--- config.mk ---
export PLATFORM = sky130hd
export DESIGN_NAME = scrt_timer_top
export DESIGN_NICKNAME = d
export VERILOG_FILES = /design/src/scrt_pkg.sv /design/src/scrt_edge_det.sv /design/src/scrt_prescaler.sv /design/src/scrt_timer_top.sv
export SDC_FILE = /design/constraint.sdc
export NUM_CORES = 1
export LEC_CHECK = 0
export ABC_AREA = 0
export BUFFER_PORTS_ARGS = -buffer_cell sky130_fd_sc_hd__buf_2
export CAP_MARGIN = 20
export CORE_MARGIN = 1
export CORE_UTILIZATION = 55
export CTS_CLUSTER_DIAMETER = 50
export DETAILED_ROUTE_END_ITERATION = 10
export PLACE_DENSITY = 0.77
export SKIP_CTS_REPAIR_TIMING = 1
export SYNTH_ARGS = -nofsm -noshare
export SYNTH_HDL_FRONTEND = slang
export SYNTH_HIERARCHICAL = 1
export SYNTH_SLANG_ARGS = --single-unit
--- constraint.sdc ---
create_clock -name CLK -period 6.5 [get_ports CLK]
set_input_delay 0.325 -clock CLK [delete_from_list [all_inputs] [get_ports CLK]]
set_output_delay 0.325 -clock CLK [all_outputs]
set_load 0.01 [all_outputs]
--- src/scrt_pkg.sv ---
// Constants shared by the slow-clock real-time timer.
// Assumes a 32-bit AHB-Lite register bus and a slow clock sampled on CLK.
// Notes on behaviour
// [RULE_01] Slow clock is divided by a 16-bit prescaler set by prescale_value.
// [RULE_02] prescale_value resets to 0x8000: one roll a second at 32.768 kHz.
// [RULE_03] The 32-bit counter counts up and wraps to zero after its maximum.
// [RULE_04] Every prescaler roll-over sets tick_flag.
// [RULE_05] With seconds_source_select at 1, the 1 Hz input steps the counter.
// [RULE_06] With seconds_source_select at 0, each roll-over steps the counter.
// [RULE_07] tick_flag follows roll-overs whichever source drives the counter.
// [RULE_08] Software never programs prescale_value to 1 or 2; 3 is finest.
// [RULE_09] A status-read clear lands two slow clock cycles after the read.
// [RULE_10] Handler disables the timer interrupt until the flags are cleared.
// [RULE_11] counter_value reads anytime; software rereads until two agree.
// [RULE_12] alarm_flag is set while the counter equals alarm_value.
// [RULE_13] alarm_value resets to its maximum so no early match occurs.
// [RULE_14] Alarm wake-up output follows alarm_flag regardless of enables.
// [RULE_15] Software clears alarm_irq_enable before writing a new alarm_value.
// [RULE_16] Software clears tick_irq_enable before a new prescale_value.
// [RULE_17] Reading the status register clears tick_flag and alarm_flag.
// [RULE_18] restart_request reloads the prescaler and zeroes the counter.
// [RULE_19] timer_disable stops prescaler and counter activity.
// [RULE_20] At reset settings tick_flag gives a one-second periodic event.
// [RULE_21] Interrupt is asserted for an enabled tick_flag or alarm_flag.
// [RULE_22] Counting runs on slow clock steps; bus accesses are taken in.
package scrt_pkg;
  localparam int SCRT_DATA_W = 32;
  localparam int SCRT_ADDR_W = 32;
  // Register byte offsets
  localparam logic [7:0] SCRT_MODE_OFS = 8'h00;
  localparam logic [7:0] SCRT_ALARM_OFS = 8'h04;
  localparam logic [7:0] SCRT_VALUE_OFS = 8'h08;
  localparam logic [7:0] SCRT_STATUS_OFS = 8'h0C;
  localparam int SCRT_DEC_W = 8;
  // Mode register fields
  localparam int SCRT_PRES_LSB = 0;
  localparam int SCRT_ALMIE_BIT = 16;
  localparam int SCRT_TICKIE_BIT = 17;
  localparam int SCRT_RESTART_BIT = 18;
  localparam int SCRT_DIS_BIT = 20;
  localparam int SCRT_SRC_BIT = 24;
  // Status register fields
  localparam int SCRT_ALMF_BIT = 0;
  localparam int SCRT_TICKF_BIT = 1;
  // Reset values
  localparam logic [15:0] SCRT_PRES_RST = 16'h8000;
  localparam logic [31:0] SCRT_ALARM_RST = 32'hFFFF_FFFF;
  // Slow clock steps between a status read and its clear
  localparam int SCRT_CLR_STEPS = 2;
  // AHB encodings
  localparam logic [1:0] SCRT_HTRANS_NONSEQ_BIT = 2'h2;
  localparam logic SCRT_HRESP_OKAY = 1'b0;
endpackage

--- src/scrt_edge_det.sv ---
// Rising-edge detector for a level already synchronous to the clock.
// Assumes the level is sampled on every enabled clock edge.
`timescale 1ns/1ps
module scrt_edge_det (
  input wire logic clk,
  input wire logic rst_n,
  input wire logic ce,
  input wire logic level,
  output logic rise
);
  logic level_r;

  always_ff @(posedge clk or negedge rst_n) begin
    if (!rst_n) begin
      level_r <= 1'b0;
    end else if (ce) begin
      level_r <= level;
    end
  end

  assign rise = ce & level & ~level_r;
endmodule

--- src/scrt_prescaler.sv ---
// Programmable divider: pulses roll once every div_value steps.
// Assumes a div_value of zero means the full range, 2**W steps.
`timescale 1ns/1ps
module scrt_prescaler #(
  parameter int W = 16
) (
  input wire logic clk,
  input wire logic rst_n,
  input wire logic ce,
  input wire logic step,
  input wire logic reload,
  input wire logic [W-1:0] div_value,
  output logic roll
);
  logic [W-1:0] cnt_r;
  logic [W-1:0] cnt_inc;

  generate
    if (W < 2) begin : g_bad_width
      $error("scrt_prescaler needs at least two bits");
    end
  endgenerate

  assign cnt_inc = cnt_r + {{(W-1){1'b0}}, 1'b1};

  always_ff @(posedge clk or negedge rst_n) begin
    if (!rst_n) begin
      cnt_r <= '0;
      roll <= 1'b0;
    end else if (ce) begin
      roll <= 1'b0;
      if (reload) begin
        cnt_r <= '0; // see [RULE_18]
      end else if (step) begin
        if (cnt_inc == div_value) begin
          cnt_r <= '0;
          roll <= 1'b1; // see [RULE_01]
        end else begin
          cnt_r <= cnt_inc;
        end
      end
    end
  end
endmodule

--- src/scrt_timer_top.sv ---
// Slow-clock real-time timer with an AHB-Lite register slave.
// Assumes SLOW_CLK and ONE_HZ are levels synchronous to CLK, and CLK is
// much faster than either, so every slow edge is seen.
`timescale 1ns/1ps
module scrt_timer_top
  import scrt_pkg::*;
#(
  parameter int PRES_W = 16,
  parameter int CNT_W = 32
) (
  input wire logic CLK,
  input wire logic RST_B,
  input wire logic CE,
  input wire logic HSEL,
  input wire logic [SCRT_ADDR_W-1:0] HADDR,
  input wire logic [1:0] HTRANS,
  input wire logic HWRITE,
  input wire logic [2:0] HSIZE,
  input wire logic [SCRT_DATA_W-1:0] HWDATA,
  input wire logic HREADY,
  output logic [SCRT_DATA_W-1:0] HRDATA,
  output logic HREADYOUT,
  output logic HRESP,
  input wire logic SLOW_CLK,
  input wire logic ONE_HZ,
  output logic IRQ,
  output logic ALARM_WAKE
);
  generate
    if (PRES_W != 16 || CNT_W != 32) begin : g_bad_size
      $error("scrt_timer_top supports a 16-bit prescaler, 32-bit counter");
    end
  endgenerate

  // Reset release through two flip-flops
  logic rst_meta_r;
  logic rst_sync_r;

  always_ff @(posedge CLK or negedge RST_B) begin
    if (!RST_B) begin
      rst_meta_r <= 1'b0;
      rst_sync_r <= 1'b0;
    end else begin
      rst_meta_r <= 1'b1;
      rst_sync_r <= rst_meta_r;
    end
  end

  // Slow clock steps and 1 Hz steps
  logic slow_step;
  logic one_hz_step;

  scrt_edge_det u_slow_edge (
    .clk(CLK),
    .rst_n(rst_sync_r),
    .ce(CE),
    .level(SLOW_CLK),
    .rise(slow_step)
  );

  scrt_edge_det u_one_hz_edge (
    .clk(CLK),
    .rst_n(rst_sync_r),
    .ce(CE),
    .level(ONE_HZ),
    .rise(one_hz_step)
  );

  // Software-visible settings
  logic [PRES_W-1:0] prescale_value_r;
  logic alarm_irq_enable_r;
  logic tick_irq_enable_r;
  logic timer_disable_r;
  logic seconds_source_select_r;
  logic [CNT_W-1:0] alarm_value_r;
  logic restart_pend_r;

  // Timer state
  logic [CNT_W-1:0] counter_value_r;
  logic tick_flag_r;
  logic alarm_flag_r;
  logic [SCRT_CLR_STEPS-1:0] clr_stage_r;
  logic pres_roll;
  logic run_step;
  logic restart_now;

  // Bus data-phase state
  logic dphase_r;
  logic dphase_write_r;
  logic [SCRT_DEC_W-1:0] dphase_addr_r;
  logic addr_take;
  logic wr_mode;
  logic wr_alarm;
  logic rd_status;
  logic [SCRT_DATA_W-1:0] rd_data;
  logic [SCRT_DATA_W-1:0] mode_word;
  logic [SCRT_DATA_W-1:0] status_word;

  assign addr_take = HSEL & HREADY & HTRANS[1] & ~dphase_r;
  assign wr_mode = dphase_r & dphase_write_r
    & (dphase_addr_r == SCRT_MODE_OFS);
  assign wr_alarm = dphase_r & dphase_write_r
    & (dphase_addr_r == SCRT_ALARM_OFS);
  assign rd_status = dphase_r & ~dphase_write_r
    & (dphase_addr_r == SCRT_STATUS_OFS);

  // Address phase is latched, then one wait cycle before the answer
  always_ff @(posedge CLK or negedge rst_sync_r) begin
    if (!rst_sync_r) begin
      dphase_r <= 1'b0;
      dphase_write_r <= 1'b0;
      dphase_addr_r <= '0;
      HREADYOUT <= 1'b1;
    end else if (CE) begin
      if (addr_take) begin
        dphase_r <= 1'b1;
        dphase_write_r <= HWRITE;
        dphase_addr_r <= HADDR[SCRT_DEC_W-1:0];
        HREADYOUT <= 1'b0;
      end else if (dphase_r) begin
        dphase_r <= 1'b0;
        HREADYOUT <= 1'b1;
      end
    end
  end

  always_ff @(posedge CLK or negedge rst_sync_r) begin
    if (!rst_sync_r) begin
      HRESP <= SCRT_HRESP_OKAY;
    end else if (CE) begin
      HRESP <= SCRT_HRESP_OKAY;
    end
  end

  always_comb begin
    mode_word = '0;
    mode_word[SCRT_PRES_LSB +: PRES_W] = prescale_value_r;
    mode_word[SCRT_ALMIE_BIT] = alarm_irq_enable_r;
    mode_word[SCRT_TICKIE_BIT] = tick_irq_enable_r;
    mode_word[SCRT_DIS_BIT] = timer_disable_r;
    mode_word[SCRT_SRC_BIT] = seconds_source_select_r;
  end

  always_comb begin
    status_word = '0;
    status_word[SCRT_ALMF_BIT] = alarm_flag_r;
    status_word[SCRT_TICKF_BIT] = tick_flag_r;
  end

  // Unmapped offsets read as zero
  always_comb begin
    unique case (dphase_addr_r)
      SCRT_MODE_OFS: rd_data = mode_word;
      SCRT_ALARM_OFS: rd_data = alarm_value_r;
      SCRT_VALUE_OFS: rd_data = counter_value_r; // see [RULE_11]
      SCRT_STATUS_OFS: rd_data = status_word;
      default: rd_data = '0;
    endcase
  end

  always_ff @(posedge CLK or negedge rst_sync_r) begin
    if (!rst_sync_r) begin
      HRDATA <= '0;
    end else if (CE) begin
      if (dphase_r && !dphase_write_r) begin
        HRDATA <= rd_data;
      end
    end
  end

  // Mode register; restart is a write-only strobe
  always_ff @(posedge CLK or negedge rst_sync_r) begin
    if (!rst_sync_r) begin
      prescale_value_r <= SCRT_PRES_RST; // see [RULE_02]
      alarm_irq_enable_r <= 1'b0;
      tick_irq_enable_r <= 1'b0;
      timer_disable_r <= 1'b0;
      seconds_source_select_r <= 1'b0;
    end else if (CE) begin
      if (wr_mode) begin
        prescale_value_r <= HWDATA[SCRT_PRES_LSB +: PRES_W];
        alarm_irq_enable_r <= HWDATA[SCRT_ALMIE_BIT];
        tick_irq_enable_r <= HWDATA[SCRT_TICKIE_BIT];
        timer_disable_r <= HWDATA[SCRT_DIS_BIT];
        seconds_source_select_r <= HWDATA[SCRT_SRC_BIT];
      end
    end
  end

  always_ff @(posedge CLK or negedge rst_sync_r) begin
    if (!rst_sync_r) begin
      alarm_value_r <= SCRT_ALARM_RST; // see [RULE_13]
    end else if (CE) begin
      if (wr_alarm) begin
        alarm_value_r <= HWDATA;
      end
    end
  end

  // Restart waits for the next slow step, then acts at once
  assign restart_now = restart_pend_r & slow_step;

  always_ff @(posedge CLK or negedge rst_sync_r) begin
    if (!rst_sync_r) begin
      restart_pend_r <= 1'b0;
    end else if (CE) begin
      if (wr_mode && HWDATA[SCRT_RESTART_BIT]) begin
        restart_pend_r <= 1'b1; // see [RULE_22]
      end else if (restart_now) begin
        restart_pend_r <= 1'b0;
      end
    end
  end

  // Disabled timer takes no steps at all
  assign run_step = slow_step & ~timer_disable_r; // see [RULE_19]

  scrt_prescaler #(
    .W(PRES_W)
  ) u_prescaler (
    .clk(CLK),
    .rst_n(rst_sync_r),
    .ce(CE),
    .step(run_step),
    .reload(restart_now), // see [RULE_18]
    .div_value(prescale_value_r),
    .roll(pres_roll)
  );

  // Seconds counter
  always_ff @(posedge CLK or negedge rst_sync_r) begin
    if (!rst_sync_r) begin
      counter_value_r <= '0;
    end else if (CE) begin
      if (restart_now) begin
        counter_value_r <= '0; // see [RULE_18]
      end else if (!timer_disable_r) begin
        if (seconds_source_select_r ? one_hz_step : pres_roll) begin
          // Natural wrap at the top of the range, see [RULE_03]
          counter_value_r <= counter_value_r + 32'h0000_0001; // see [RULE_05]
        end // see [RULE_06]
      end
    end
  end

  // Status read clear travels two slow steps before it lands
  always_ff @(posedge CLK or negedge rst_sync_r) begin
    if (!rst_sync_r) begin
      clr_stage_r <= '0;
    end else if (CE) begin
      if (slow_step) begin
        clr_stage_r <= {clr_stage_r[SCRT_CLR_STEPS-2:0], rd_status};
      end else if (rd_status) begin
        clr_stage_r[0] <= 1'b1; // see [RULE_09]
      end
    end
  end

  logic flag_clear;
  assign flag_clear = slow_step & clr_stage_r[SCRT_CLR_STEPS-1];

  // Set wins over a clear in the same cycle
  always_ff @(posedge CLK or negedge rst_sync_r) begin
    if (!rst_sync_r) begin
      tick_flag_r <= 1'b0;
    end else if (CE) begin
      if (pres_roll) begin
        tick_flag_r <= 1'b1; // see [RULE_04] see [RULE_07] see [RULE_20]
      end else if (flag_clear) begin
        tick_flag_r <= 1'b0; // see [RULE_17]
      end
    end
  end

  always_ff @(posedge CLK or negedge rst_sync_r) begin
    if (!rst_sync_r) begin
      alarm_flag_r <= 1'b0;
    end else if (CE) begin
      if (counter_value_r == alarm_value_r) begin
        alarm_flag_r <= 1'b1; // see [RULE_12]
      end else if (flag_clear) begin
        alarm_flag_r <= 1'b0; // see [RULE_17]
      end
    end
  end

  // Outputs follow the flags one cycle later
  always_ff @(posedge CLK or negedge rst_sync_r) begin
    if (!rst_sync_r) begin
      IRQ <= 1'b0;
      ALARM_WAKE <= 1'b0;
    end else if (CE) begin
      IRQ <= (tick_flag_r & tick_irq_enable_r)
        | (alarm_flag_r & alarm_irq_enable_r); // see [RULE_21]
      ALARM_WAKE <= alarm_flag_r; // see [RULE_14]
    end
  end
endmodule

==> results of run 1 <==
flip-flops by register name, indices dropped and copies added, names as in the netlist, 2 cells and up:
register,cells
counter_value_r,32
dphase_addr_r,8
u_prescaler/cnt_r,16
alarm_value_r,32
prescale_value_r,16
clr_stage_r,2
HRDATA,32
cells in the final DEF (no fill, tap or decap), types with 5 or more instances in the layout:
cell type,n
mux2_2,63
nor3_1,7
xnor2_1,33
and3_1,6
nand2_1,77
nor2_1,49
clkbuf_16,17
mux2i_1,25
nand4_1,24
nand3_1,30
o31ai_1,14
o211ai_1,7
a22oi_1,14
bufinv_16,5
dfrtp_1,120
buf_2,83
or4_1,5
a21oi_1,34
o311ai_1,5
o21ai_0,36
inv_1,11
a31oi_1,9
and2_1,5
xor2_1,30
dfstp_2,34
buf_4,7
nand2b_1,5
or3_1,9
nor4_1,11
layer usage:
layer / routed length, um / vias to the layer above / global-route usage [%] / share of wire, %
met5: 0 / - / 0 / 0
met4: 345 / 0 / 9.34 / 1.7
met3: 1260 / 32 / 6.36 / 6.2
met2: 9680 / 220 / 43.5 / 48
met1: 9050 / 3198 / 39.9 / 45
li1: - / 2952 / - / -
worst max-delay path by stage:
stage | cells past startpoint | slack (ps) | endpoint | start
final | 8 | 3500 | u_prescaler/cnt_r[10] | u_prescaler/cnt_r[0]
after global routing | 8 | 3270 | u_prescaler/cnt_r[9] | u_prescaler/cnt_r[0]
after CTS | 7 | 3530 | u_prescaler/cnt_r[14] | u_prescaler/cnt_r[4]
after detailed placement | 7 | 3350 | u_prescaler/cnt_r[11] | CE
after global placement | 7 | 3390 | counter_value_r[27] | CE
after floorplan | 0 | 1920 | ALARM_WAKE | rst_sync_r
critical path: stages (launching register included):
cell and delay, ps:
dfrtp_1 450, ha_1 330, nand3_1 240, or3_1 400, a21oi_1 170, o22ai_1 140, or4_4 650, nand2_1 330
o311ai_1 150
logic make-up (layout without fill, tap and decap cells):
group / after synthesis / after routing / share of synthesized area, %
AOI/OAI and AO/OA: 141 / 141 / 11.0
adders and majority gates: 2 / 2 / 0.306
DFF: 155 / 155 / 48.0
other: 2 / 2 / 0.0919
buffers and inverters: 62 / 136 / 3.62
xor gates and xnor gates: 63 / 63 / 6.76
and+or+nand+nor: 267 / 267 / 17.4
muxes: 93 / 93 / 12.8
power breakdown:
part           switching, uW  total [uW]  internal, uW  leakage (uW)
combinational            149         268           119       0.00186
clock                    395        1110           711      0.000323
sequential              81.6        1100          1020       0.00199
total                    625        2480          1850       0.00417
metrics by stage:
stage	setup slack, ps	hold WS (ps)	instance area [um^2]	cells	util, %
2_1_floorplan	1920	29.4	8170	785	-
3_3_place_gp	3390	111	8620	1008	59.3
3_5_place_dp	3350	119	8640	1009	59.4
4_1_cts	3530	-338	9300	1041	64.0
5_1_grt	3270	116	9330	1043	64.2
6_report	3500	124	9330	1043	64.2
area by class of cell:
| class | instances | area [um^2] | share of cell area (%) |
|---|---|---|---|
| Inverter | 11 | 41.3 | 0.442 |
| Sequential cell | 155 | 3930 | 42.1 |
| Multi-Input combinational cell | 568 | 3960 | 42.4 |
| Timing Repair Buffer | 93 | 517 | 5.54 |
| Clock inverter | 11 | 190 | 2.04 |
| Clock buffer | 21 | 470 | 5.04 |
| Tap cell | 184 | 230 | 2.47 |
==> results_dict.tcl, run 1 <==
set metrics [dict create \
    synthTopCellsByArea "dfrtp_1 (37%), dfstp_2 (11%), mux2_2 (8.7%), nand2_1 (3.5%), xnor2_1 (3.5%)" \
    grt_start_max_net_pins 84 \
    synth_top_area_share_pct 37.1 \
    diodes 0 \
    fin_skew_ps 7.68 \
    vias 6402 \
    worstSetupPathType "register to register" \
    slew_headroom_pct 38.7 \
    grt_pass1_wl_um 32500 \
    min_from "HWDATA[21]" \
    hold_path_end "alarm_value_r[21]" \
    grt_use_total_pct 28.4 \
    syn_nets 864 \
    dpl.hpwl_um 13800 \
    yosysSeqAreaShare_pct 48.0 \
    min_path_cells 2 \
    outcome "complete, no violations" \
    p_leak_uw 0.00417 \
    fin_crit_ps 3000 \
    clock_tree.root_cell "clkbuf_16" \
    drt-pass1-iter-count 5 \
    finalPower_uw 2480 \
    die-area_mm2 0.0153 \
    portBuffers 83 \
    synth_cells 785 \
    nNetsFinal 925 \
    grt_pass1_vias 6108 \
    cp-end-kind "register" \
    viasPerCell 6.14 \
    maxCapViolations 0 \
    insertion_delay_ps 430 \
    drcViolationCount 0 \
    ioPinCount 113 \
    syn-cell-area_mm2 0.00817 \
    die-height_um 124 \
    r2r_end "u_prescaler/cnt_r[10]" \
    ys_ff_latch 155 \
    synthArstFlopShare_pct 100 \
    synth_top_cell_by_area "dfrtp_1" \
    hold_viol_final 0 \
    hp-class "input port to register" \
    cts.htree.levels 4 \
    fill_cells 1182 \
    ant_nets 0 \
    initial_utilization_pct 56.2 \
    num_rows 44 \
    cts.sinks 155 \
    syn_area_per_cell_um2 10.4 \
    crit_arrival_ps 3300 \
    synth_common_cells "dfrtp_1 (121), nand2_1 (77), mux2_2 (63), nor2_1 (50), o21ai_0 (36)" \
    routed_wl_um 20300 \
    ys_warn_count 6 \
    clockBufferDepth 2 \
    area_growth_pct 14.3 \
    core_area_mm2 0.0145 \
    rsz0062_at_grt "no" \
    antenna_found_initial 0 \
    synth_cell_types 69 \
    worstPathRequired_ps 6800 \
    yosysMostFrequentCell "dfrtp_1" \
    power_density_mw_per_mm2 265 \
    wl_per_cell_um 19.5 \
    globalRouteOverflowTotal 0 \
    setup_viol_count_final 0 \
    r2r_slack_ps 3500 \
    fin_crit_sh_pct 46.1 \
    drive_gt1_share_pct 29.1 \
    reg2reg_depth 8 \
    cts_tree "yes" \
    drv_slew 0 \
    clk_pin_slew_ps 60 \
    die_w_um 124 \
    vdd_drop_max_v 0.000213 \
    worst_setup_path_start_kind "register" \
    critPathMaxFanout 22 \
    synthFlopType "dfrtp_1" \
    worst_pin_slew_ps 920 \
    fin_tns_setup_ps 0 \
    drtIter0Drc 597 \
    r2r-start "u_prescaler/cnt_r[0]" \
    fmax_mhz 333 \
    synth_edf_count 0 \
    numCtsBuffers 17 \
    gp_congestion 0.923 \
]
Power figures use the tool's default switching activity.
==> run 2: changes to the inputs <==
CORE_UTILIZATION = 52   (was 55)
PLACE_DENSITY = 0.76   (was 0.77)
clock period = 2.65 ns   (was 6.5 ns; I/O delays follow)
==> results_dict.tcl, run 2 (synthesis gave the netlist of run 1 again) <==
set metrics [dict create \
    cts_tree "yes" \
    place_ws_ps 149 \
    viasPerCell 5.83 \
    grt_pass1_vias 6129 \
    drt-pass1-iter-count 7 \
    dpl.hpwl_um 14300 \
    p_leak_uw 0.00448 \
    r2r-start "u_prescaler/cnt_r[9]" \
    gp_congestion 0.976 \
    stdcell_count 1146 \
    area_growth_pct 22.6 \
    ant_nets 0 \
    busiest_layer "met2" \
    clock_power_share_pct 40.8 \
    hp-class "input port to async pin" \
    cts.htree.levels 4 \
    worst_pin_slew_ps 845 \
    drtIter0Drc 552 \
    cts.sinks 155 \
    top_regs "HRDATA: 32 flops, alarm_value_r: 32 flops, counter_value_r: 32 flops" \
    antenna_found_initial 0 \
    maxCapViolations 0 \
    wl_per_cell_um 18.4 \
    power_density_mw_per_mm2 589 \
    intPower_uw 4330 \
    vias 6676 \
    crit_arrival_ps 2840 \
    fin_crit_ps 2540 \
    fmax_mhz 394 \
    worst_setup_path_start_kind "register" \
    clockBufferDepth 2 \
    cp-end-kind "register" \
    worstSetupStartpoint "u_prescaler/cnt_r[9]" \
    mostFrequentLayoutCells "dfrtp_1 (118), buf_2 (83), nand2_1 (77), mux2_2 (63), nor2_1 (49)" \
    fin_skew_ps 14.2 \
    initial_utilization_pct 53.5 \
    fill_cells 1140 \
    met1_usage_pct 36.5 \
    worstSetupPathType "register to register" \
    worstPathRequired_ps 2950 \
    pwr-share-comb_pct 13.7 \
    setup_viol_count_final 0 \
    portBuffers 83 \
    die-height_um 127 \
    critPathMaxFanout 11 \
    clock_tree.root_cell "clkbuf_16" \
    drv_slew 0 \
    routed_wl_um 21100 \
    nNetsFinal 1001 \
    met3_usage_pct 4.44 \
    switching_share_pct 26.7 \
    vdd_drop_max_v 0.000502 \
    numCtsBuffers 17 \
    die_w_um 127 \
    power_frac_seq_pct 45.4 \
    p_sw_uw 1570 \
    hold_viol_final 0 \
    grt_pass1_wl_um 32600 \
    ioPinCount 113 \
    insertion_delay_ps 430 \
    drcViolationCount 0 \
    setup_ws_ps 111 \
    grt_start_max_net_pins 51 \
    fin_crit_sh_pct 95.8 \
    slew_headroom_pct 43.4 \
    drive_gt1_share_pct 31.0 \
    outcome "complete, no violations" \
    num_rows 45 \
    layout_commonest_cell "dfrtp_1" \
    die-area_mm2 0.0162 \
    globalRouteOverflowTotal 0 \
    core_area_mm2 0.0153 \
    diodes 0 \
    dp_cells 1070 \
    grt_use_total_pct 26.1 \
    clk_pin_slew_ps 60 \
    grt.met2_usage_pct 42.3 \
]
## run 2: final cells by class
class | instances | area (um^2) | area share (%)
multi-input combinational | 568 | 4000 | 40.0
sequential | 155 | 3930 | 39.2
timing repair buffer | 169 | 1200 | 11.9
clock buffer | 22 | 464 | 4.64
tap | 211 | 264 | 2.64
clock inverter | 10 | 116 | 1.16
inverter | 11 | 41.3 | 0.412
## run 2: worst max-delay path: stages (launching register included)
cell	delay (ps)
dfrtp_1	470
and4_2	340
nand3_1	140
nor3b_1	280
o211ai_1	150
or4_4	570
buf_4	200
a31oi_1	180
mux2i_1	100
## run 2: metrics by stage
| stage | hold WS, ps | utilization, % | cell area, um^2 | TNS [ps] | power, uW |
|---|---|---|---|---|---|
| after floorplan | -163 | - | 8170 | 0 | 3150 |
| after global placement | -81.0 | 58.6 | 8950 | 0 | 3410 |
| after detailed placement | -81.1 | 58.6 | 8950 | 0 | 3430 |
| after CTS | -528 | 62.4 | 9530 | 0 | 5830 |
| after global routing | 23.5 | 65.6 | 10000 | -78.4 | 6110 |
| final | 16.6 | 65.6 | 10000 | 0 | 5900 |
## run 2: final timing paths
path,end,slack (ps),cells after the start
setup / recovery,u_prescaler/cnt_r[2],110,8
hold / removal,rst_sync_r,20,2
setup reg to reg,u_prescaler/cnt_r[2],110,8
hold reg to reg,rst_sync_r,350,0
max in group asynchronous,alarm_value_r[4],1440,1
min in group CLK,HREADYOUT,40,3
## run 2: per-layer routing
layer / wire length, um / up-vias
met4: 406 / 0
met5: 0 / -
met1: 9380 / 3312
met2: 10300 / 205
met3: 1020 / 43
li1: - / 3116
## run 2: power groups by stage
stage | Combinational [uW] | Clock (uW) | Sequential [uW]
3_5_place_dp | 720 | 0 | 2710
4_1_cts | 727 | 2440 | 2670
2_1_floorplan | 482 | 0 | 2670
3_3_place_gp | 706 | 0 | 2710
5_1_grt | 871 | 2540 | 2700
6_report | 810 | 2410 | 2680
